`src/hw/pcc_pkg.sv`:
```
// Shared constants for the pulse counter with target compare
`default_nettype none
package pcc_pkg;
    // ------------------------------------------------------------
    // Widths
    // ------------------------------------------------------------
    localparam int unsigned CNT_W_DEF = 32;
    localparam int unsigned HALF_W    = 16;
    localparam int unsigned DATA_W    = 32;
    localparam int unsigned ADDR_W    = 8;
    localparam int unsigned ST_W      = 2;

    // ------------------------------------------------------------
    // Register byte offsets
    // ------------------------------------------------------------
    localparam logic [7:0] OFS_CTRL   = 8'h00;
    localparam logic [7:0] OFS_TARGET = 8'h04;
    localparam logic [7:0] OFS_CNT_LO = 8'h08;
    localparam logic [7:0] OFS_CNT_HI = 8'h0C;
    localparam logic [7:0] OFS_CMP    = 8'h10;
    localparam logic [7:0] OFS_STAT   = 8'h14;
    localparam logic [7:0] OFS_MASK   = 8'h18;

    // ------------------------------------------------------------
    // Field positions
    // ------------------------------------------------------------
    localparam int unsigned B_EN      = 0;
    localparam int unsigned B_CLR     = 1;
    localparam int unsigned B_START   = 2;
    localparam int unsigned B_DIR     = 3;
    localparam int unsigned B_MODE    = 4;
    localparam int unsigned B_ARM     = 0;
    localparam int unsigned B_ST_MTCH = 0;
    localparam int unsigned B_ST_RES  = 1;

    // ------------------------------------------------------------
    // Input mode codes; code 3 is illegal and counts nothing
    // ------------------------------------------------------------
    localparam logic [1:0] MODE_QUAD  = 2'h0;
    localparam logic [1:0] MODE_PDIR  = 2'h1;
    localparam logic [1:0] MODE_PFLAG = 2'h2;

    // ------------------------------------------------------------
    // Reset values
    // ------------------------------------------------------------
    localparam logic [1:0] RST_MODE   = 2'h0;
    localparam logic [31:0] RST_WORD  = 32'h0000_0000;

    // Quadrature step decode: returns {step, up}; A leading B is up
    function automatic logic [1:0] quad_step(input logic [1:0] prev,
                                             input logic [1:0] cur);
        logic [1:0] r;
        r = 2'h0;
        unique case ({prev, cur})
            4'h2, 4'hB, 4'hD, 4'h4: r = 2'h3;
            4'h8, 4'hE, 4'h7, 4'h1: r = 2'h2;
            default:                r = 2'h0;
        endcase
        return r;
    endfunction
endpackage
`default_nettype wire

```
`src/hw/pcc_link_if.sv`:
```
// Link between the counter core, the input decoder and the compare unit
`default_nettype none
interface pcc_link_if #(parameter int unsigned CW = 32);
    logic [1:0]    mode;
    logic          dir_flag;
    logic          step;
    logic          up;
    logic          arm;
    logic          moved;
    logic [CW-1:0] count;
    logic [CW-1:0] target;
    logic          result;

    modport dec (input mode, dir_flag, output step, up);
    modport cmp (input arm, moved, count, target, output result);
endinterface
`default_nettype wire

```
`src/hw/pcc_decoder.sv`:
```
// Input decoder: quadrature, pulse plus level, pulse plus flag
`default_nettype none
module pcc_decoder
    import pcc_pkg::*;
(
    // Clock and reset
    input  wire logic i_sys_clk,
    input  wire logic i_reset_n,
    // Encoder phases
    input  wire logic i_enc_a,
    input  wire logic i_enc_b,
    // Link to the core
    pcc_link_if.dec   lk
);
    typedef struct packed {
        logic a_prev;
        logic b_prev;
        logic step;
        logic up;
    } pcc_dec_t;

    pcc_dec_t s_r;
    pcc_dec_t s_nxt;

    // Step and direction per mode; one cycle of latency on each
    always_comb begin
        s_nxt        = s_r;
        s_nxt.a_prev = i_enc_a;
        s_nxt.b_prev = i_enc_b;
        s_nxt.step   = 1'h0;
        unique case (lk.mode)
            MODE_QUAD: begin
                {s_nxt.step, s_nxt.up} = quad_step({s_r.a_prev, s_r.b_prev},
                                                   {i_enc_a, i_enc_b});
            end
            MODE_PDIR: begin
                s_nxt.step = i_enc_a & ~s_r.a_prev;
                s_nxt.up   = ~i_enc_b;
            end
            MODE_PFLAG: begin
                s_nxt.step = i_enc_a & ~s_r.a_prev;
                s_nxt.up   = ~lk.dir_flag;
            end
            default: s_nxt.step = 1'h0;
        endcase
    end

    // State register
    always_ff @(posedge i_sys_clk or negedge i_reset_n) begin
        if (!i_reset_n) begin
            s_r <= '0;
        end else begin
            s_r <= s_nxt;
        end
    end

    assign lk.step = s_r.step;
    assign lk.up   = s_r.up;

    // ------------------------------------------------------------
    // Checks
    // ------------------------------------------------------------
    property p_quad_up;
        @(posedge i_sys_clk) disable iff (!i_reset_n)
        (lk.mode == MODE_QUAD && {s_r.a_prev, s_r.b_prev} == 2'h0 &&
         {i_enc_a, i_enc_b} == 2'h2) |=> (lk.step && lk.up);
    endproperty
    a_quad_up: assert property (p_quad_up)
        else $error("quadrature A-leads-B edge did not count up");

    property p_pdir;
        @(posedge i_sys_clk) disable iff (!i_reset_n)
        (lk.mode == MODE_PDIR && i_enc_a && !s_r.a_prev) |=>
        (lk.step && lk.up == !$past(i_enc_b));
    endproperty
    a_pdir: assert property (p_pdir)
        else $error("pulse plus level mode step or direction wrong");

    property p_pflag;
        @(posedge i_sys_clk) disable iff (!i_reset_n)
        (lk.mode == MODE_PFLAG && $stable(i_enc_a)) |=> !lk.step;
    endproperty
    a_pflag: assert property (p_pflag)
        else $error("pulse plus flag mode stepped without an A edge");
endmodule
`default_nettype wire

```
`src/hw/pcc_compare.sv`:
```
// Compare unit: armed by an arm edge, latches a hit on the target
`default_nettype none
module pcc_compare
    import pcc_pkg::*;
(
    // Clock and reset
    input  wire logic i_sys_clk,
    input  wire logic i_reset_n,
    // Link to the core
    pcc_link_if.cmp   lk
);
    typedef struct packed {
        logic arm_prev;
        logic armed;
        logic result;
    } pcc_cmp_t;

    pcc_cmp_t s_r;
    pcc_cmp_t s_nxt;

    // A level on the arm bit does nothing; only its rising edge arms
    always_comb begin
        s_nxt          = s_r;
        s_nxt.arm_prev = lk.arm;
        if (lk.arm && !s_r.arm_prev) begin
            s_nxt.armed  = 1'h1;
            s_nxt.result = 1'h0;
        end
        // A hit beats the re-arm clear in the same cycle
        if (s_r.armed && lk.moved && lk.count == lk.target) begin
            s_nxt.result = 1'h1;
        end
    end

    // State register
    always_ff @(posedge i_sys_clk or negedge i_reset_n) begin
        if (!i_reset_n) begin
            s_r <= '0;
        end else begin
            s_r <= s_nxt;
        end
    end

    assign lk.result = s_r.result;

    // ------------------------------------------------------------
    // Checks
    // ------------------------------------------------------------
    property p_arm_edge;
        @(posedge i_sys_clk) disable iff (!i_reset_n)
        (lk.arm && !s_r.arm_prev) |=> s_r.armed;
    endproperty
    a_arm_edge: assert property (p_arm_edge)
        else $error("arm edge did not arm the compare");

    property p_hit;
        @(posedge i_sys_clk) disable iff (!i_reset_n)
        (s_r.armed && lk.moved && lk.count == lk.target) |=>
        s_r.result;
    endproperty
    a_hit: assert property (p_hit)
        else $error("compare hit not latched");

    property p_hold;
        @(posedge i_sys_clk) disable iff (!i_reset_n)
        (s_r.result && !(lk.arm && !s_r.arm_prev)) |=> s_r.result;
    endproperty
    a_hold: assert property (p_hold)
        else $error("compare result dropped");

    c_hit: cover property (@(posedge i_sys_clk) disable iff (!i_reset_n)
        $rose(s_r.armed) ##[1:1000] $rose(s_r.result));
endmodule
`default_nettype wire

```
`src/hw/pcc_top.sv`:
```
// Pulse counter with target compare and AHB-Lite register slave
//
// What this block does
// - Counting runs only while the enable flag is set and stops when it is clear.
// - A rising start flag begins counting when the enable flag is already set.
// - The match status is high while the count equals the target value and the clear flag is clear.
// - The clear flag zeroes the count and drops the match status.
// - Mode zero counts both quadrature phases at four times the pulse rate.
// - Mode one counts pulses on A with the direction from the level of B.
// - Mode two counts pulses on A only, direction from the software flag.
// - In mode two a clear flag counts up and a set flag counts down.
// - An armed compare latches its result when the count steps onto the target.
// - The count is readable as a low word and a high word of 16 bits.
// - The compare begins when its arm condition goes from off to on.
//
// The register offsets and the AHB-Lite slave port were decided locally.
`default_nettype none
module pcc_top
    import pcc_pkg::*;
#(
    parameter int unsigned CNT_W = CNT_W_DEF
)(
    // Clock and reset
    input  wire logic              i_sys_clk,
    input  wire logic              i_reset_n,
    // AHB-Lite slave
    input  wire logic              i_hsel,
    input  wire logic [31:0]       i_haddr,
    input  wire logic [1:0]        i_htrans,
    input  wire logic              i_hwrite,
    input  wire logic [2:0]        i_hsize,
    input  wire logic [DATA_W-1:0] i_hwdata,
    input  wire logic              i_hready,
    output var  logic              o_hreadyout,
    output var  logic              o_hresp,
    output var  logic [DATA_W-1:0] o_hrdata,
    // Encoder inputs from the pulse feedback card
    input  wire logic              i_enc_a,
    input  wire logic              i_enc_b,
    // Status outputs
    output var  logic              o_count_match,
    output var  logic              o_cmp_result,
    output var  logic              o_irq
);
    localparam logic [CNT_W-1:0] CNT_ONE = CNT_W'(1);

    // ------------------------------------------------------------
    // State
    // ------------------------------------------------------------
    typedef struct packed {
        logic              en;
        logic              clr;
        logic              start;
        logic              dir;
        logic [1:0]        mode;
        logic              arm;
        logic [CNT_W-1:0]  target;
        logic [CNT_W-1:0]  count;
        logic              match;
        logic              started;
        logic              start_prev;
        logic              moved;
        logic              res_prev;
        logic [ST_W-1:0]   status;
        logic [ST_W-1:0]   mask;
        logic              irq;
        logic              wr_pend;
        logic [ADDR_W-1:0] wr_addr;
        logic [DATA_W-1:0] rdata;
        logic              ready;
    } pcc_state_t;

    pcc_state_t s_r;
    pcc_state_t s_nxt;

    pcc_link_if #(.CW(CNT_W)) u_lk ();

    logic bus_take;
    logic hi_zero;
    logic run;

    // ------------------------------------------------------------
    // Bus decode
    // ------------------------------------------------------------
    // Only NONSEQ/SEQ with hready high start a transfer
    assign bus_take = i_hsel & i_htrans[1] & i_hready;
    assign hi_zero  = (i_haddr[31:ADDR_W] == '0);
    assign run      = s_r.en & s_r.started;

    // ------------------------------------------------------------
    // Next state
    // ------------------------------------------------------------
    always_comb begin
        logic [ST_W-1:0]   w1c;
        logic [ST_W-1:0]   ev;
        logic [DATA_W-1:0] rd;
        w1c   = '0;
        ev    = '0;
        rd    = '0;
        s_nxt = s_r;

        // Zero wait states; the bus never sees an error
        s_nxt.ready   = 1'h1;
        s_nxt.wr_pend = bus_take & i_hwrite & hi_zero;
        s_nxt.wr_addr = i_haddr[ADDR_W-1:0];

        // Data phase of a write
        if (s_r.wr_pend) begin
            unique case (s_r.wr_addr)
                OFS_CTRL: begin
                    s_nxt.en    = i_hwdata[B_EN];
                    s_nxt.clr   = i_hwdata[B_CLR];
                    s_nxt.start = i_hwdata[B_START];
                    s_nxt.dir   = i_hwdata[B_DIR];
                    s_nxt.mode  = i_hwdata[B_MODE +: 2];
                end
                OFS_TARGET: s_nxt.target = i_hwdata[CNT_W-1:0];
                OFS_CMP:    s_nxt.arm    = i_hwdata[B_ARM];
                OFS_STAT:   w1c          = i_hwdata[ST_W-1:0];
                OFS_MASK:   s_nxt.mask   = i_hwdata[ST_W-1:0];
                default:    w1c          = '0;
            endcase
        end

        // Start is taken on its rising edge; dropping enable stops all
        s_nxt.start_prev = s_r.start;
        if (!s_r.en) begin
            s_nxt.started = 1'h0;
        end else if (s_r.start && !s_r.start_prev) begin
            s_nxt.started = 1'h1;
        end

        // Counter; clear overrides any step in the same cycle
        s_nxt.moved = 1'h0;
        if (s_r.clr) begin
            s_nxt.count = '0;
        end else if (run && u_lk.step) begin
            s_nxt.moved = 1'h1;
            if (u_lk.up) begin
                s_nxt.count = s_r.count + CNT_ONE;
            end else begin
                s_nxt.count = s_r.count - CNT_ONE;
            end
        end

        // Match is a level; it wraps with the count, as it is 2's complement
        s_nxt.match = ~s_r.clr & (s_nxt.count == s_nxt.target);

        // Sticky events; a new event beats a clear written with it
        s_nxt.res_prev      = u_lk.result;
        ev[B_ST_MTCH]       = s_nxt.match & ~s_r.match;
        ev[B_ST_RES]        = u_lk.result & ~s_r.res_prev;
        s_nxt.status        = (s_r.status & ~w1c) | ev;
        s_nxt.irq           = |(s_nxt.status & s_nxt.mask);

        // Read mux sees this cycle's write, so back-to-back reads are fresh
        rd[B_EN]            = s_nxt.en;
        rd[B_CLR]           = s_nxt.clr;
        rd[B_START]         = s_nxt.start;
        rd[B_DIR]           = s_nxt.dir;
        rd[B_MODE +: 2]     = s_nxt.mode;
        if (bus_take && !i_hwrite) begin
            s_nxt.rdata = RST_WORD;
            if (hi_zero) begin
                unique case (i_haddr[ADDR_W-1:0])
                    OFS_CTRL:   s_nxt.rdata = rd;
                    OFS_TARGET: s_nxt.rdata = s_nxt.target;
                    OFS_CNT_LO: s_nxt.rdata[HALF_W-1:0] =
                                    s_nxt.count[HALF_W-1:0];
                    OFS_CNT_HI: s_nxt.rdata[HALF_W-1:0] =
                                    s_nxt.count[CNT_W-1:HALF_W];
                    OFS_CMP:    s_nxt.rdata[B_ARM] = s_nxt.arm;
                    OFS_STAT:   s_nxt.rdata[ST_W-1:0] = s_nxt.status;
                    OFS_MASK:   s_nxt.rdata[ST_W-1:0] = s_nxt.mask;
                    default:    s_nxt.rdata = RST_WORD;
                endcase
            end
        end
    end

    // ------------------------------------------------------------
    // State register
    // ------------------------------------------------------------
    always_ff @(posedge i_sys_clk or negedge i_reset_n) begin
        if (!i_reset_n) begin
            s_r <= '0;
        end else begin
            s_r <= s_nxt;
        end
    end

    // ------------------------------------------------------------
    // Submodules and link
    // ------------------------------------------------------------
    assign u_lk.mode     = s_r.mode;
    assign u_lk.dir_flag = s_r.dir;
    assign u_lk.arm      = s_r.arm;
    assign u_lk.moved    = s_r.moved;
    assign u_lk.count    = s_r.count;
    assign u_lk.target   = s_r.target;

    pcc_decoder u_dec (
        .i_sys_clk (i_sys_clk),
        .i_reset_n (i_reset_n),
        .i_enc_a   (i_enc_a),
        .i_enc_b   (i_enc_b),
        .lk        (u_lk.dec)
    );

    pcc_compare u_cmp (
        .i_sys_clk (i_sys_clk),
        .i_reset_n (i_reset_n),
        .lk        (u_lk.cmp)
    );

    // Outputs, all from flops but o_hresp, which is tied low
    assign o_hreadyout   = s_r.ready;
    assign o_hresp       = 1'h0;
    assign o_hrdata      = s_r.rdata;
    assign o_count_match = s_r.match;
    assign o_cmp_result  = u_lk.result;
    assign o_irq         = s_r.irq;

    // ------------------------------------------------------------
    // Checks
    // ------------------------------------------------------------
    property p_disabled;
        @(posedge i_sys_clk) disable iff (!i_reset_n)
        (!s_r.en && !s_r.clr) |=> $stable(s_r.count);
    endproperty
    a_disabled: assert property (p_disabled)
        else $error("count moved while disabled");

    property p_start;
        @(posedge i_sys_clk) disable iff (!i_reset_n)
        (s_r.en && s_r.start && !s_r.start_prev) |=> s_r.started;
    endproperty
    a_start: assert property (p_start)
        else $error("start edge with enable did not start counting");

    property p_match;
        @(posedge i_sys_clk) disable iff (!i_reset_n)
        (!s_r.clr && s_nxt.count == s_nxt.target) |=> o_count_match;
    endproperty
    a_match: assert property (p_match)
        else $error("match not raised on count equal to target");

    property p_clear;
        @(posedge i_sys_clk) disable iff (!i_reset_n)
        s_r.clr |=> (s_r.count == '0 && !o_count_match);
    endproperty
    a_clear: assert property (p_clear)
        else $error("clear did not zero count and match");

    property p_flag_down;
        @(posedge i_sys_clk) disable iff (!i_reset_n)
        (s_r.mode == MODE_PFLAG && s_r.dir && $stable(s_r.dir) &&
         $stable(s_r.mode) && run && u_lk.step && !s_r.clr) |=>
        (s_r.count == $past(s_r.count) - CNT_ONE);
    endproperty
    a_flag_down: assert property (p_flag_down)
        else $error("flag set did not count down by one");

    property p_read_lo;
        @(posedge i_sys_clk) disable iff (!i_reset_n)
        (bus_take && !i_hwrite && hi_zero &&
         i_haddr[ADDR_W-1:0] == OFS_CNT_LO) |=>
        (o_hrdata == {16'h0000, $past(s_nxt.count[HALF_W-1:0])});
    endproperty
    a_read_lo: assert property (p_read_lo)
        else $error("low count word read back wrong");

    c_match: cover property (@(posedge i_sys_clk) disable iff (!i_reset_n)
        $rose(o_count_match));
    c_result: cover property (@(posedge i_sys_clk) disable iff (!i_reset_n)
        $rose(o_cmp_result));
    c_quad_down: cover property (@(posedge i_sys_clk)
        disable iff (!i_reset_n)
        s_r.mode == MODE_QUAD && run && u_lk.step && !u_lk.up);
endmodule
`default_nettype wire

```
`config.mk`:
```
export PLATFORM = sky130hd
export DESIGN_NAME = pcc_top
export DESIGN_NICKNAME = d
export VERILOG_FILES = /design/src/hw/pcc_pkg.sv /design/src/hw/pcc_link_if.sv /design/src/hw/pcc_decoder.sv /design/src/hw/pcc_compare.sv /design/src/hw/pcc_top.sv
export SDC_FILE = /design/constraint.sdc
export NUM_CORES = 1
export LEC_CHECK = 0
export ABC_CLOCK_PERIOD_IN_PS = 12500
export BUFFER_PORTS_ARGS = -buffer_cell sky130_fd_sc_hd__clkbuf_2
export CORE_AREA = 4 4 132 134
export CTS_CLUSTER_SIZE = 40
export DETAILED_ROUTE_END_ITERATION = 10
export DIE_AREA = 0 0 136 138
export PLACE_DENSITY = 0.86
export SLEW_MARGIN = 20
export SYNTH_ARGS = -nofsm -noshare
export SYNTH_HDL_FRONTEND = slang
export SYNTH_SLANG_ARGS = --single-unit
```
`constraint.sdc`:
```
create_clock -name i_sys_clk -period 12.5 [get_ports i_sys_clk]
set_clock_uncertainty 0.15 [all_clocks]
set_input_delay 3.75 -clock i_sys_clk [delete_from_list [all_inputs] [get_ports i_sys_clk]]
set_output_delay 3.75 -clock i_sys_clk [all_outputs]
set_load 0.005 [all_outputs]
```
==> impl_metrics.ini <==
[timing]
finalCritPeriodShare = 0.5137
fin_tns_setup_ps = 0
setup_viol = 0
rsz0062_at_grt = false
slew-limit-headroom = 0.3491
slew_viol_final = 0
worst_slew_pin_slew_ps = 962.7
hold_viol = 0
fin_ws_ps = 6078
fmax_ghz = 0.1557
period_minus_slack_ps = 6422
whs_ps = 252.4

[floorplanning]
die_x_um = 136
start_util = 0.5421
row_count = 47
die_h_um = 138
core_area_um2 = 16290
die-area_um2 = 18770
io-pin-count = 113

[routing]
dr_wl_met3_um = 2751
viasPerCell = 6.413
drc = 0
firstDrtPassIters = 6
wl_um = 26840
routed.top_layer = met4
dr_wl_met2_um = 12420
drtAntennaViolNets = 0
detail_route.iter0.violations = 1106
vias = 7984
wl_per_cell_um = 21.56
wl_met1_um = 10760

[power_and_ir_drop]
total_leakage_power_nw = 4.879
pwr_density_cell_nw_per_um2 = 96.51
peakVddDrop_uv = 119.2

[critical_path]
cp.arrival_ps = 6600
path_class = in -> reg
worstPathCellList = clkbuf_2 -> mux2i_1 -> xnor2_1 -> a2111oi_2 -> nor4b_2 -> nand4_1 -> or4_1 -> nor4_2 -> a211oi_1 -> nor3_1
cp_slowest_cell = nor4_2
path_max_fanout = 5
crit_required_ps = 12680
max_stage_delay_ps = 610
crit_path_end_kind = flop
worst_setup_path_start_kind = primary input

[placed_design]
hpwl_um = 19840
placed_area_um2 = 9279
io_buffers = 107
pre_cts_ws_ps = 5853
gp_congestion = 0.9740

[clock_network]
path_clk_slew_ps = 60
clkSinkCount = 130
postCtsHoldBufs = 0
numCtsBuffers = 17
post_cts_resized = 0
cts_tree = done
clk_latency_ps = 420
post-cts-setup-buffers = 0
clock_path_buffers = 2
root_buffer = clkbuf_16
htree_levels = 4

[logic_synthesis]
synth_compound_area_frac = 0.1851
synth_warnings = 0
synth_fa_ha_area_frac = 0.05753
synth_cell_types = 79
seq_area_frac_synth = 0.3684
synthMuxAreaShare = 0.07964
synthSimpleGateAreaFrac = 0.1736
synth_edf_count = 0
netlist_area_um2 = 8830
synth-main-ff-cell = dfrtp_1
post_synth_xor_area_fraction = 0.06646
syn_avg_cell_area_um2 = 9.255
syn_inst = 954
synth-seq-cells = 130
synth_top_family_by_area = compound AO/OA/AOI/OAI gates
synth_nets = 1070
synthArstFlopShare = 1.000

[status]
status = finished clean

[grt]
grt_usage = 0.2907
grt_start_max_net_pins = 85
overflow = 0
grt_pass1_wl_um = 43370
grt_pass1_vias = 7868
antenna_found_initial = 0

[min_path]
hold_path_class = reg -> reg

[layout]
drive_above_1_share = 0.1854
stdcell_area_um2 = 9871
fin_util = 0.6060
diodes = 0
final_nets = 1128
area_growth_syn_to_layout_pct = 11.79

[job]
maxCapViolCount = 0
[stage by stage]
step / std cells / power [mW]
2_1_floorplan: 954 / 0.4432
3_3_place_gp: 1213 / 0.4676
3_5_place_dp: 1213 / 0.4685
4_1_cts: 1245 / 0.9529
5_1_grt: 1245 / 0.9796
6_report: 1245 / 0.9526
[critical path: cells and delay by family]
| kind | cells | cell delay [ps] |
|---|---|---|
| AOI/OAI and AO/OA | 2 | 470 |
| buffers and inverters | 1 | 130 |
| xor gates and xnor gates | 1 | 140 |
| muxes | 1 | 280 |
| and+or+nand+nor | 5 | 1830 |
[flip-flops by register name, summed over array words and instances, names as in the netlist, 2 cells and up]
| register | cells |
|---|---|
| u_dec.s_r | 2 |
| u_lk.mode | 2 |
| u_lk.target | 32 |
| s_r | 18 |
| o_hrdata | 32 |
| u_cmp.s_r | 2 |
| u_lk.count | 32 |
[layout make-up]
class	count	area [um^2]
multi-input cells	702	4977
flip-flops and latches	130	3253
clock buffers	18	429.2
fillers	1290	6419
repair buffers	116	613.1
well taps	220	275.3
inverters	45	168.9
clock inverters	14	153.9
[cells in the mapped netlist, types with 13 or more instances]
cell type / n / share of area
dfrtp_1: 130 / 0.37
nand2_1: 86 / 0.037
o21ai_0: 63 / 0.036
nor2_1: 51 / 0.022
a21oi_1: 46 / 0.026
inv_1: 44 / 0.019
ha_1: 39 / 0.055
xor2_1: 35 / 0.035
buf_4: 34 / 0.029
mux2i_1: 32 / 0.036
xnor2_1: 32 / 0.032
clkbuf_1: 31 / 0.013
nand4_1: 22 / 0.016
nor3_1: 22 / 0.012
and3_1: 21 / 0.015
nand3_1: 21 / 0.012
nor4_1: 18 / 0.013
mux2_2: 17 / 0.022
a211oi_1: 13 / 0.011
a22o_1: 13 / 0.013
[metal layers]
metal,vias up,GRT usage
li1,3593,-
met1,3856,0.4100
met2,473,0.4498
met3,62,0.05342
met4,0,0.1050
met5,-,0
[worst paths after layout]
path / from / to / slack, ps / cells after the start
worst max-delay path: i_hwdata[0] / o_hrdata[0]$_DFFE_PN0P_ / 6080 / 10
worst min-delay path: s_nxt[49]$_DFF_PN0_ / s_r[49]$_DFF_PN0_ / 250 / 0
worst max register to register: u_dec.lk.up$_DFFE_PN0P_ / o_hrdata[0]$_DFFE_PN0P_ / 6940 / 14
worst min register to register: s_nxt[49]$_DFF_PN0_ / s_r[49]$_DFF_PN0_ / 250 / 0
max in group asynchronous: i_reset_n / u_lk.count[6]$_DFF_PN0_ / 8000 / 2
min in group asynchronous: i_reset_n / u_lk.count[30]$_DFF_PN0_ / 3100 / 1
[placed cells by master (no fill, tap or decap), types with 11 or more instances in the layout]
master     synthesis  layout
dfrtp_1          130     130
clkbuf_2           0     106
nand2_1           86      86
o21ai_0           63      63
nor2_1            51      51
a21oi_1           46      46
inv_1             44      44
ha_1              39      39
xor2_1            35      35
mux2i_1           32      32
xnor2_1           32      32
nand4_1           22      22
nand3_1           21      21
and3_1            21      21
nor3_1            22      21
nor4_1            18      18
mux2_2            17      17
clkbuf_16          0      17
a211oi_1          13      13
a22o_1            13      13
or3_1             12      12
o211ai_1          11      11
[power by group]
part	switching (mW)	leakage (nW)	internal, mW	total [mW]
Combinational	0.0224	2.85	0.0139	0.0363
Clock	0.195	0.278	0.296	0.492
Sequential	0.00145	1.75	0.423	0.425
Total	0.219	4.88	0.733	0.953
[cell families after synthesis]
kind of cell               after synthesis
and+or+nand+nor                        298
AOI/OAI and AO/OA                      237
DFF                                    130
buffers and inverters                  122
xor gates and xnor gates                67
muxes                                   58
adders and majority gates               40
other                                    2
Note: power is estimated with default switching activity, not from simulation.
